File: src/logic/adcdv_pkg.sv
// Purpose: shared constants for the converter clocking and data-valid block
// Assumes: system clock of 125 MHz; all times held in picoseconds
// Notes:   counts derived from times round up for least times
package adcdv_pkg;

  localparam int unsigned SYS_CLK_PERIOD_PS = 8000;
  localparam int unsigned SAMPLE_W          = 14;
  localparam int unsigned WORD_W            = SAMPLE_W + 1;
  localparam int unsigned PIPE_LATENCY      = 8;

  localparam int unsigned STROBE_DELAY_PS  = 5200;
  localparam int unsigned STROBE_DELAY_CYC =
    (STROBE_DELAY_PS + SYS_CLK_PERIOD_PS - 1) / SYS_CLK_PERIOD_PS;

  // fixed low phase of the strobe while the equaliser runs
  localparam int unsigned STROBE_LOW_PS  = 40000;
  localparam int unsigned STROBE_LOW_CYC =
    (STROBE_LOW_PS + SYS_CLK_PERIOD_PS - 1) / SYS_CLK_PERIOD_PS;

  localparam int unsigned LOCK_EDGES    = 100;
  localparam int unsigned PERIOD_TOL    = 2;
  localparam int unsigned DUTY_MIN_PCT  = 35;
  localparam int unsigned DUTY_MAX_PCT  = 65;
  localparam int unsigned CNT_W         = 16;

  localparam logic [SAMPLE_W-1:0] OFFSET_FLIP = 14'h2000;

  // register map (byte addresses)
  localparam int unsigned ADDR_W    = 4;
  localparam logic [3:0] REG_STATUS = 4'h0;
  localparam logic [3:0] REG_MASK   = 4'h4;
  localparam logic [3:0] REG_STATE  = 4'h8;

  // status and mask layout
  localparam int unsigned EVT_W         = 4;
  localparam int unsigned EVT_LOCKED    = 0;
  localparam int unsigned EVT_LOCK_LOST = 1;
  localparam int unsigned EVT_OVERRANGE = 2;
  localparam int unsigned EVT_DUTY_BAD  = 3;
  localparam logic [EVT_W-1:0] MASK_RESET = 4'h0;

  // state register layout
  localparam int unsigned ST_LOCKED = 0;
  localparam int unsigned ST_PDOWN  = 1;
  localparam int unsigned ST_DCE    = 2;
  localparam int unsigned ST_DIFF   = 3;
  localparam int unsigned ST_GRAY   = 4;

endpackage : adcdv_pkg

File: src/logic/adcdv_sync.sv
// Purpose: two-flop synchroniser for a group of pin levels
// Assumes: each bit is an independent level
// Notes:   only the second stage is visible outside
module adcdv_sync #(
  parameter int unsigned W = 1
) (
  input  wire logic         i_clock,
  input  wire logic         i_reset,
  input  wire logic [W-1:0] i_async,
  output logic      [W-1:0] o_sync
);

  typedef struct packed {
    logic [W-1:0] meta;
    logic [W-1:0] stable;
  } adcdv_sync_t;

  adcdv_sync_t s_q;
  adcdv_sync_t s_d;

  always_comb begin
    s_d.meta   = i_async;
    s_d.stable = s_q.meta;
  end

  always_ff @(posedge i_clock) begin
    if (i_reset) begin
      s_q <= '0;
    end else begin
      s_q <= s_d;
    end
  end

  assign o_sync = s_q.stable;

endmodule : adcdv_sync

File: src/logic/adcdv_delay.sv
// Purpose: fixed delay of a small group of signals by whole clock cycles
// Assumes: DEPTH of at least one
// Notes:   plain shift register, no reset value beyond zero
module adcdv_delay #(
  parameter int unsigned W     = 1,
  parameter int unsigned DEPTH = 1
) (
  input  wire logic         i_clock,
  input  wire logic         i_reset,
  input  wire logic [W-1:0] i_data,
  output logic      [W-1:0] o_data
);

  typedef struct packed {
    logic [DEPTH-1:0][W-1:0] tap;
  } adcdv_delay_t;

  adcdv_delay_t s_q;
  adcdv_delay_t s_d;

  always_comb begin
    s_d = s_q;
    s_d.tap[0] = i_data;
    for (int i = 1; i < DEPTH; i++) begin
      s_d.tap[i] = s_q.tap[i-1];
    end
  end

  always_ff @(posedge i_clock) begin
    if (i_reset) begin
      s_q <= '0;
    end else begin
      s_q <= s_d;
    end
  end

  assign o_data = s_q.tap[DEPTH-1];

endmodule : adcdv_delay

File: src/logic/adcdv_top.sv
// Purpose: clock select, duty equaliser, pipeline latency and data-valid strobe
// Assumes: conversion clock pins are sampled by the 125 MHz system clock
// Notes:   the quantizer result arrives as a two's-complement code on pins
//
// Chosen here: the strobed register port and the address map.
module adcdv_top
  import adcdv_pkg::*;
(
  input  wire logic                i_clock,
  input  wire logic                i_reset,
  input  wire logic                i_clock_in_pos,
  input  wire logic                i_clock_in_neg,
  input  wire logic                i_clock_type_select,
  input  wire logic                i_duty_equalizer_enable,
  input  wire logic                i_power_down_in,
  input  wire logic                i_format_select,
  input  wire logic [SAMPLE_W-1:0] i_analog_code,
  input  wire logic                i_analog_over_range,
  input  wire logic [ADDR_W-1:0]   i_addr,
  input  wire logic [31:0]         i_wdata,
  input  wire logic                i_wr,
  input  wire logic                i_rd,
  output logic      [31:0]         o_rdata,
  output logic      [SAMPLE_W-1:0] o_sample_bus,
  output logic                     o_sample_bus_oe,
  output logic                     o_over_range_flag,
  output logic                     o_data_valid_strobe,
  output logic                     o_data_valid_strobe_oe,
  output logic                     o_clock_inputs_hiz,
  output logic                     o_dll_locked,
  output logic                     o_irq
);

  localparam int unsigned PIN_W = 7 + SAMPLE_W;
  localparam logic [CNT_W-1:0] CNT_MAX = '1;
  localparam logic [6:0] LOCK_TARGET = 7'(LOCK_EDGES);
  localparam logic [3:0] LOW_TARGET  = 4'(STROBE_LOW_CYC);

  typedef struct packed {
    logic                            conv_prev;
    logic [PIPE_LATENCY-1:0][WORD_W-1:0] pipe;
    logic [WORD_W-1:0]               staged;
    logic [SAMPLE_W-1:0]             bus;
    logic                            ovr;
    logic                            bus_oe;
    logic                            data_valid_strobe;
    logic                            dav_oe;
    logic [3:0]                      low_cnt;
    logic                            hiz;
    logic [CNT_W-1:0]                per_cnt;
    logic [CNT_W-1:0]                high_cnt;
    logic [CNT_W-1:0]                last_per;
    logic [6:0]                      lock_cnt;
    logic                            locked;
    logic [EVT_W-1:0]                status;
    logic [EVT_W-1:0]                mask;
    logic [31:0]                     rdata;
    logic                            irq;
  } adcdv_state_t;

  adcdv_state_t s_q;
  adcdv_state_t s_d;

  // offset binary then reflected code
  function automatic logic [SAMPLE_W-1:0] to_gray(input logic [SAMPLE_W-1:0] code);
    logic [SAMPLE_W-1:0] ob;
    ob = code ^ OFFSET_FLIP;
    return ob ^ (ob >> 1);
  endfunction : to_gray

  logic [PIN_W-1:0] pins_sync;
  logic             clock_in_pos_s;
  logic             clock_in_neg_s;
  logic             diff_s;
  logic             dce_s;
  logic             pd_s;
  logic             gray_s;
  logic             ovr_s;
  logic [SAMPLE_W-1:0] code_s;
  logic             conv_clk;
  logic             conv_fall;
  logic             conv_rise;
  logic [1:0]       dly_out;
  logic             dly_clk;
  logic             dly_fall;

  adcdv_sync #(
    .W (PIN_W)
  ) u_sync (
    .i_clock (i_clock),
    .i_reset (i_reset),
    .i_async ({i_clock_in_pos, i_clock_in_neg, i_clock_type_select,
               i_duty_equalizer_enable, i_power_down_in, i_format_select,
               i_analog_over_range, i_analog_code}),
    .o_sync  (pins_sync)
  );

  assign {clock_in_pos_s, clock_in_neg_s, diff_s, dce_s, pd_s, gray_s, ovr_s, code_s} = pins_sync;

  // the negative pin only counts when the pair is driven; grounded it is ignored
  assign conv_clk  = diff_s ? (clock_in_pos_s & ~clock_in_neg_s) : clock_in_pos_s;
  assign conv_fall = s_q.conv_prev & ~conv_clk;
  assign conv_rise = ~s_q.conv_prev & conv_clk;

  adcdv_delay #(
    .W     (2),
    .DEPTH (STROBE_DELAY_CYC)
  ) u_delay (
    .i_clock (i_clock),
    .i_reset (i_reset),
    .i_data  ({conv_clk, conv_fall & ~pd_s}),
    .o_data  (dly_out)
  );

  assign {dly_clk, dly_fall} = dly_out;

  always_comb begin
    logic [EVT_W-1:0] events;
    logic [EVT_W-1:0] clr;
    logic [CNT_W-1:0] diff;
    logic [31:0]      hi_scaled;
    logic [31:0]      lo_bound;
    logic [31:0]      hi_bound;
    events    = '0;
    clr       = '0;
    diff      = '0;
    hi_scaled = '0;
    lo_bound  = '0;
    hi_bound  = '0;
    s_d       = s_q;

    s_d.conv_prev = conv_clk;

    // power-down state and pin releases
    s_d.hiz    = pd_s;
    s_d.dav_oe = ~pd_s;
    s_d.bus_oe = ~pd_s;

    // clock period and high-time measurement for the loop
    if (conv_fall) begin
      s_d.per_cnt = '0;
    end else if (s_q.per_cnt != CNT_MAX) begin
      s_d.per_cnt = s_q.per_cnt + 1'b1;
    end
    if (conv_rise) begin
      s_d.high_cnt = '0;
    end else if (conv_clk && s_q.high_cnt != CNT_MAX) begin
      s_d.high_cnt = s_q.high_cnt + 1'b1;
    end

    if (pd_s) begin
      // the loop loses its reference while the clock pins are released
      s_d.lock_cnt = '0;
      s_d.locked   = 1'b0;
    end else if (conv_fall) begin
      s_d.last_per = s_q.per_cnt;
      diff = (s_q.per_cnt > s_q.last_per) ? (s_q.per_cnt - s_q.last_per)
                                          : (s_q.last_per - s_q.per_cnt);
      if (diff > CNT_W'(PERIOD_TOL)) begin
        // frequency moved: start acquisition again
        s_d.lock_cnt = '0;
        s_d.locked   = 1'b0;
        events[EVT_LOCK_LOST] = s_q.locked;
      end else if (s_q.lock_cnt != LOCK_TARGET) begin
        s_d.lock_cnt = s_q.lock_cnt + 1'b1;
        if (s_q.lock_cnt == LOCK_TARGET - 7'h01) begin
          s_d.locked = 1'b1;
          events[EVT_LOCKED] = 1'b1;
        end
      end
      // duty window check only matters while the equaliser corrects it
      hi_scaled = 32'(s_q.high_cnt) * 32'd100;
      lo_bound  = 32'(s_q.per_cnt) * 32'(DUTY_MIN_PCT);
      hi_bound  = 32'(s_q.per_cnt) * 32'(DUTY_MAX_PCT);
      if (dce_s && s_q.locked && (hi_scaled < lo_bound || hi_scaled > hi_bound)) begin
        events[EVT_DUTY_BAD] = 1'b1;
      end
    end

    // pipeline advances on each conversion clock fall outside power-down
    if (conv_fall && !pd_s) begin
      s_d.staged  = s_q.pipe[PIPE_LATENCY-1];
      s_d.pipe[0] = {ovr_s, code_s};
      for (int i = 1; i < PIPE_LATENCY; i++) begin
        s_d.pipe[i] = s_q.pipe[i-1];
      end
    end

    // word and flag change together, on the strobe fall
    if (dly_fall) begin
      s_d.bus = gray_s ? to_gray(s_q.staged[SAMPLE_W-1:0])
                       : s_q.staged[SAMPLE_W-1:0];
      s_d.ovr = s_q.staged[WORD_W-1];
      events[EVT_OVERRANGE] = s_q.staged[WORD_W-1];
    end

    // strobe waveform
    if (pd_s) begin
      s_d.data_valid_strobe     = 1'b0;
      s_d.low_cnt = '0;
    end else if (!dce_s) begin
      s_d.data_valid_strobe     = dly_clk;
      s_d.low_cnt = '0;
    end else if (dly_fall) begin
      // width set by a counter, so a skewed input duty does not reach the pin
      s_d.data_valid_strobe     = 1'b0;
      s_d.low_cnt = LOW_TARGET;
    end else if (s_q.low_cnt != 4'h0) begin
      s_d.low_cnt = s_q.low_cnt - 4'h1;
      s_d.data_valid_strobe     = (s_q.low_cnt == 4'h1);
    end else begin
      s_d.data_valid_strobe = 1'b1;
    end

    // register port
    if (i_wr && i_addr == REG_STATUS) begin
      clr = i_wdata[EVT_W-1:0];
    end
    if (i_wr && i_addr == REG_MASK) begin
      s_d.mask = i_wdata[EVT_W-1:0];
    end
    // a new event wins over a clear in the same cycle
    s_d.status = (s_q.status & ~clr) | events;
    s_d.irq    = |(s_d.status & s_d.mask);

    s_d.rdata = '0;
    if (i_rd) begin
      case (i_addr)
        REG_STATUS: s_d.rdata = 32'(s_q.status);
        REG_MASK:   s_d.rdata = 32'(s_q.mask);
        REG_STATE: begin
          s_d.rdata[ST_LOCKED] = s_q.locked;
          s_d.rdata[ST_PDOWN]  = pd_s;
          s_d.rdata[ST_DCE]    = dce_s;
          s_d.rdata[ST_DIFF]   = diff_s;
          s_d.rdata[ST_GRAY]   = gray_s;
        end
        default: s_d.rdata = '0;
      endcase
    end
  end

  always_ff @(posedge i_clock) begin
    if (i_reset) begin
      s_q      <= '0;
      s_q.mask <= MASK_RESET;
    end else begin
      s_q <= s_d;
    end
  end

  assign o_rdata                = s_q.rdata;
  assign o_sample_bus           = s_q.bus;
  assign o_sample_bus_oe        = s_q.bus_oe;
  assign o_over_range_flag      = s_q.ovr;
  assign o_data_valid_strobe    = s_q.data_valid_strobe;
  assign o_data_valid_strobe_oe = s_q.dav_oe;
  assign o_clock_inputs_hiz     = s_q.hiz;
  assign o_dll_locked           = s_q.locked;
  assign o_irq                  = s_q.irq;

endmodule : adcdv_top

File: config.mk
export PLATFORM = sky130hd
export DESIGN_NAME = adcdv_top
export DESIGN_NICKNAME = d
export VERILOG_FILES = /design/src/logic/adcdv_pkg.sv /design/src/logic/adcdv_sync.sv /design/src/logic/adcdv_delay.sv /design/src/logic/adcdv_top.sv
export SDC_FILE = /design/constraint.sdc
export NUM_CORES = 1
export LEC_CHECK = 0
export ABC_AREA = 0
export BUFFER_PORTS_ARGS = -buffer_cell sky130_fd_sc_hd__clkbuf_2
export CAP_MARGIN = 20
export CORE_UTILIZATION = 40
export DETAILED_ROUTE_END_ITERATION = 12
export GPL_TIMING_DRIVEN = 0
export PLACE_DENSITY = 0.6
export RECOVER_POWER = 100
export SLEW_MARGIN = 20
export SYNTH_ARGS = -nofsm -noshare
export SYNTH_HDL_FRONTEND = slang
export SYNTH_SLANG_ARGS = --single-unit
export TNS_END_PERCENT = 20
File: constraint.sdc
create_clock -name i_clock -period 5.5 [get_ports i_clock]
set_clock_uncertainty 0.1 [all_clocks]
set_input_delay 0 -clock i_clock [delete_from_list [all_inputs] [get_ports i_clock]]
set_output_delay 0 -clock i_clock [all_outputs]
set_load 0.02 [all_outputs]
==> implementation parameters <==
Parameter                              Value

Status
  Status    finished clean

Worst setup path
  Type of element capturing the critical path    register
  CP delay by family, top    compound AO/OA/AOI/OAI gates
  Data arrival time at the worst-slack endpoint    5.55 ns
  CP Class    register to register
  Slowest cell on the critical path    dfxtp_1
  Endpoint required time on the critical path    5.83 ns
  Count of cells along the worst register-to-register path    22
  Highest net fanout along the worst path    7
  Worst R2R Setup Slack    0.28 ns
  CP peak stage delay    0.58 ns
  Buf+Inv Stages, Crit Path    1
  CP dominant cell by count    ha_1
  R2R Path Start    s_q[83]
  Critical Path Source Type    register
  WP depth    22
  Reg-to-reg critical path endpoint    o_irq
  Crit-path cells    ha_1 > ha_1 > ha_1 > inv_1 > fa_1 > nor2b_1 > o21ai_1 > a21oi_1 > o21a_1 > o21ai_1 > a21oi_1 > a2111oi_2 > xor2_1 > ha_1 > nand4_1 > a2111oi_1 > or3_1 > o22ai_1 > maj3_1 > o31a_1 > a221oi_2 > o211ai_1

Floorplan
  Chip Width    205 um
  Die Y-Extent    205 um
  Starting density of the core    40.5%
  Std-Cell Rows    74
  Num ports    114
  Standard cell core area    around 41000 um2
  Overall die area    42000 um2

Timing
  Highest Clock Rate    192 MHz
  Worst slew margin relative to its limit    30.3%
  Final Hold Violating Endpoints    0
  Final-layout worst hold slack    0.0830 ns
  RSZ-0062 raised after global routing    no
  Max Slew Vio Count    0
  Total setup violations reported at the end of the flow    0
  Crit path setup slack, layout    0.283 ns
  Post-route minimum period    5.22 ns
  Slew at the pin closest to its max-slew limit    1.03 ns
  Final Cycle Share    94.9%

Clock network
  Buffer depth of the longest clock path    3
  Source-to-sink clock delay at the later pin of the worst-skew pair    0.57 ns
  Sinks on Clock Net    271
  Cell at the root of the clock tree    clkbuf_16
  Clock H-tree levels    1
  CTS buffer count    30
  Clock slew at the register clock pins of the worst setup and hold paths    0.06 ns
  TritonCTS clock tree    done

Final layout
  Multi-input logic area    9800 um2
  Fraction of layout instances using a drive strength above 1    8.14%
  Net count, final    2463
  Post-layout util    46.6%
  Layout fillers    4098
  Register Area    5450 um2
  Synthesis-to-layout area growth    15.1%

Yosys
  Distinct cell type count after synthesis    80
  Seq/Total Area, Yosys    32.9%
  Number of enable flip-flop cells after synthesis    0
  Syn avg cell area    8.14 um2
  Synth Cell Area    16500 um2
  Cell count after synthesis    2026
  Total of flip-flops plus latches after synthesis    271
  Number of warning messages in the yosys log    0
  Share of flip-flops with an asynchronous set or reset after synthesis    0%
  Top_reg_cell synth    dfxtp_1

Global route
  Antenna violations before repair    3
  Vias in the first global route    13400
  Maximum number of pins on one net before global-route repair    17
  Total global routing track utilization    19.7%
  Wire length of the first global-routing pass    67200 um
  Grt total ovfl    0

Routing
  Aggregate routed wire length    slightly above 40000 um
  Initial detailed-routing violation count    about 740
  Total vias in the final route    between 10000 and 15000
  Final routed wire length divided by cell count    15.0 um
  Pre-Repair DR Iteration Count    5
  Routed vias/inst    5.05
  DRC violation count after routing    0
  Antenna viol nets, final    0

Worst hold path
  Launch instance of the worst min-delay path    i_analog_code[8]
  Hold Path Depth    3
  Hold Path Class    input pin to register
  Destination of the worst hold path    u_sync.s_d[8]

Flow run
  Max-capacitance violation count    0

Placement
  Post-placement worst setup slack    -0.490 ns
  Total half-perimeter wirelength after legalization and detailed placement    31800 um
  PortBufs    57
  Placer's final routability congestion estimate    0.917

Power and ir drop
  Power per cell area    237 nW/um2
  Static leakage    8.05 nW
  Maximum resistive drop on vdd    ~240 uV
worst max path at each step:
stage            start     to  slack [ns]
2_1_floorplan  s_q[87]  o_irq        0.39
3_5_place_dp   s_q[87]  o_irq       -0.49
4_1_cts        s_q[85]  o_irq       0.001
3_3_place_gp   s_q[87]  o_irq       -0.57
5_1_grt        s_q[66]  o_irq       0.009
6_report       s_q[83]  o_irq        0.28
power by group:
part | switching [W] | internal [W]
registers | 0.0000176 | 0.00198
clock network | 0.000803 | 0.00129
logic | 0.000243 | 0.000169
cells by family (layout without fill, tap and decap cells):
logic type,after synthesis,in the layout,share of synthesized area (%)
AO/OA/AOI/OAI,417,417,15.5
buffers and inverters,309,457,8.41
other,1,30,0.0227
XOR/XNOR,93,93,4.94
AND/OR/NAND/NOR,690,690,18.8
multiplexers,22,22,1.39
flip-flops,271,271,32.9
adder cells (fa/ha/maj),223,223,18.1
cells in the final DEF (no fill, tap or decap), types with 15 or more instances in the layout:
| master | instances |
|---|---|
| ha_1 | 196 |
| inv_1 | 179 |
| nor2_1 | 111 |
| buf_4 | 51 |
| nand2_1 | 379 |
| nor2b_1 | 48 |
| clkbuf_16 | 30 |
| xor2_1 | 31 |
| dlygate4sd3_1 | 38 |
| mux2i_1 | 15 |
| fa_1 | 26 |
| xnor2_1 | 62 |
| nand4_1 | 19 |
| a21o_1 | 21 |
| nor3_1 | 18 |
| nand3_1 | 34 |
| a211oi_1 | 24 |
| o21ai_0 | 40 |
| a21oi_1 | 221 |
| clkbuf_1 | 107 |
| dfxtp_1 | 259 |
| clkbuf_2 | 29 |
| conb_1 | 27 |
per-stage QoR:
| stage | power (W) | setup TNS, ns | cells | cell area [um2] |
|---|---|---|---|---|
| 2_1_floorplan | 0.00233 | 0 | 2052 | 16600 |
| 3_3_place_gp | 0.00243 | -1.06 | 2641 | 17500 |
| 3_5_place_dp | 0.00244 | -0.900 | 2641 | 17500 |
| 4_1_cts | 0.00454 | 0 | 2731 | 19000 |
| 5_1_grt | 0.00466 | 0 | 2735 | 19000 |
| 6_report | 0.00450 | 0 | 2735 | 19000 |
cells in the mapped netlist, types with 13 or more instances:
cell type	n	area share (%)
xnor2_1	62	3.3
clkbuf_1	70	1.6
buf_4	50	2.3
a211oi_1	22	1.0
o21ai_0	42	1.3
mux2i_1	15	0.91
nor2_1	111	2.5
inv_1	179	4.1
or3_1	13	0.49
nor3_1	18	0.55
nand3_1	34	1.0
nand4_1	19	0.72
nor2b_1	48	1.8
a21oi_1	222	6.7
dfxtp_1	271	33
xor2_1	31	1.6
fa_1	26	3.2
a21o_1	21	0.96
nand2_1	379	8.6
ha_1	196	15
worst register-to-register path: stages, from the launching register on:
cell       delay [ns]
dfxtp_1          0.58
ha_1             0.31
ha_1             0.27
ha_1             0.16
inv_1            0.05
fa_1             0.40
nor2b_1          0.14
o21ai_1          0.09
a21oi_1          0.19
o21a_1           0.17
o21ai_1          0.09
a21oi_1          0.27
a2111oi_2        0.07
xor2_1           0.21
ha_1             0.32
nand4_1          0.10
a2111oi_1        0.30
or3_1            0.15
o22ai_1          0.07
maj3_1           0.35
o31a_1           0.27
a221oi_2         0.30
o211ai_1         0.13
registers in the layout, indices dropped and copies added (netlist names):
signal and flops:
o_data_valid_strobe 1, u_sync.s_d 21, o_clock_inputs_hiz 1, o_rdata 5, s_q 202, o_data_valid_strobe_oe 1, o_irq 1, u_sync.o_sync 21
u_delay.o_data 2, o_over_range_flag 1, o_dll_locked 1, o_sample_bus 14
cell type report:
type | count | share of cell area, %
Inverter | 180 | 3.56
Clock inverter | 8 | 0.910
Antenna cell | 3 | 0.0396
Timing Repair Buffer | 96 | 3.36
Clock buffer | 44 | 4.60
Multi-Input combinational cell | 1472 | 51.7
Sequential cell | 271 | 28.7
Buffer | 129 | 3.65
Tap cell | 532 | 3.51
timing repair:
action                     CTS  global route
setup endpoints to repair    2             2
hold buffers                38             0
buffers inserted             0             1
hold endpoints to repair    41             0
pin swaps                    0             5
gates resized for setup     18            13
per-layer routing:
| layer | track usage [%] | routed length, um | up-vias |
|---|---|---|---|
| met1 | 27.0 | 19800 | 6421 |
| met5 | 0 | 0 | - |
| met2 | 32.2 | 18200 | 267 |
| met3 | 2.39 | 1760 | 70 |
| met4 | 5.82 | 1170 | 0 |
| li1 | - | - | 7056 |
No activity file was read; power rests on OpenSTA's default activity.
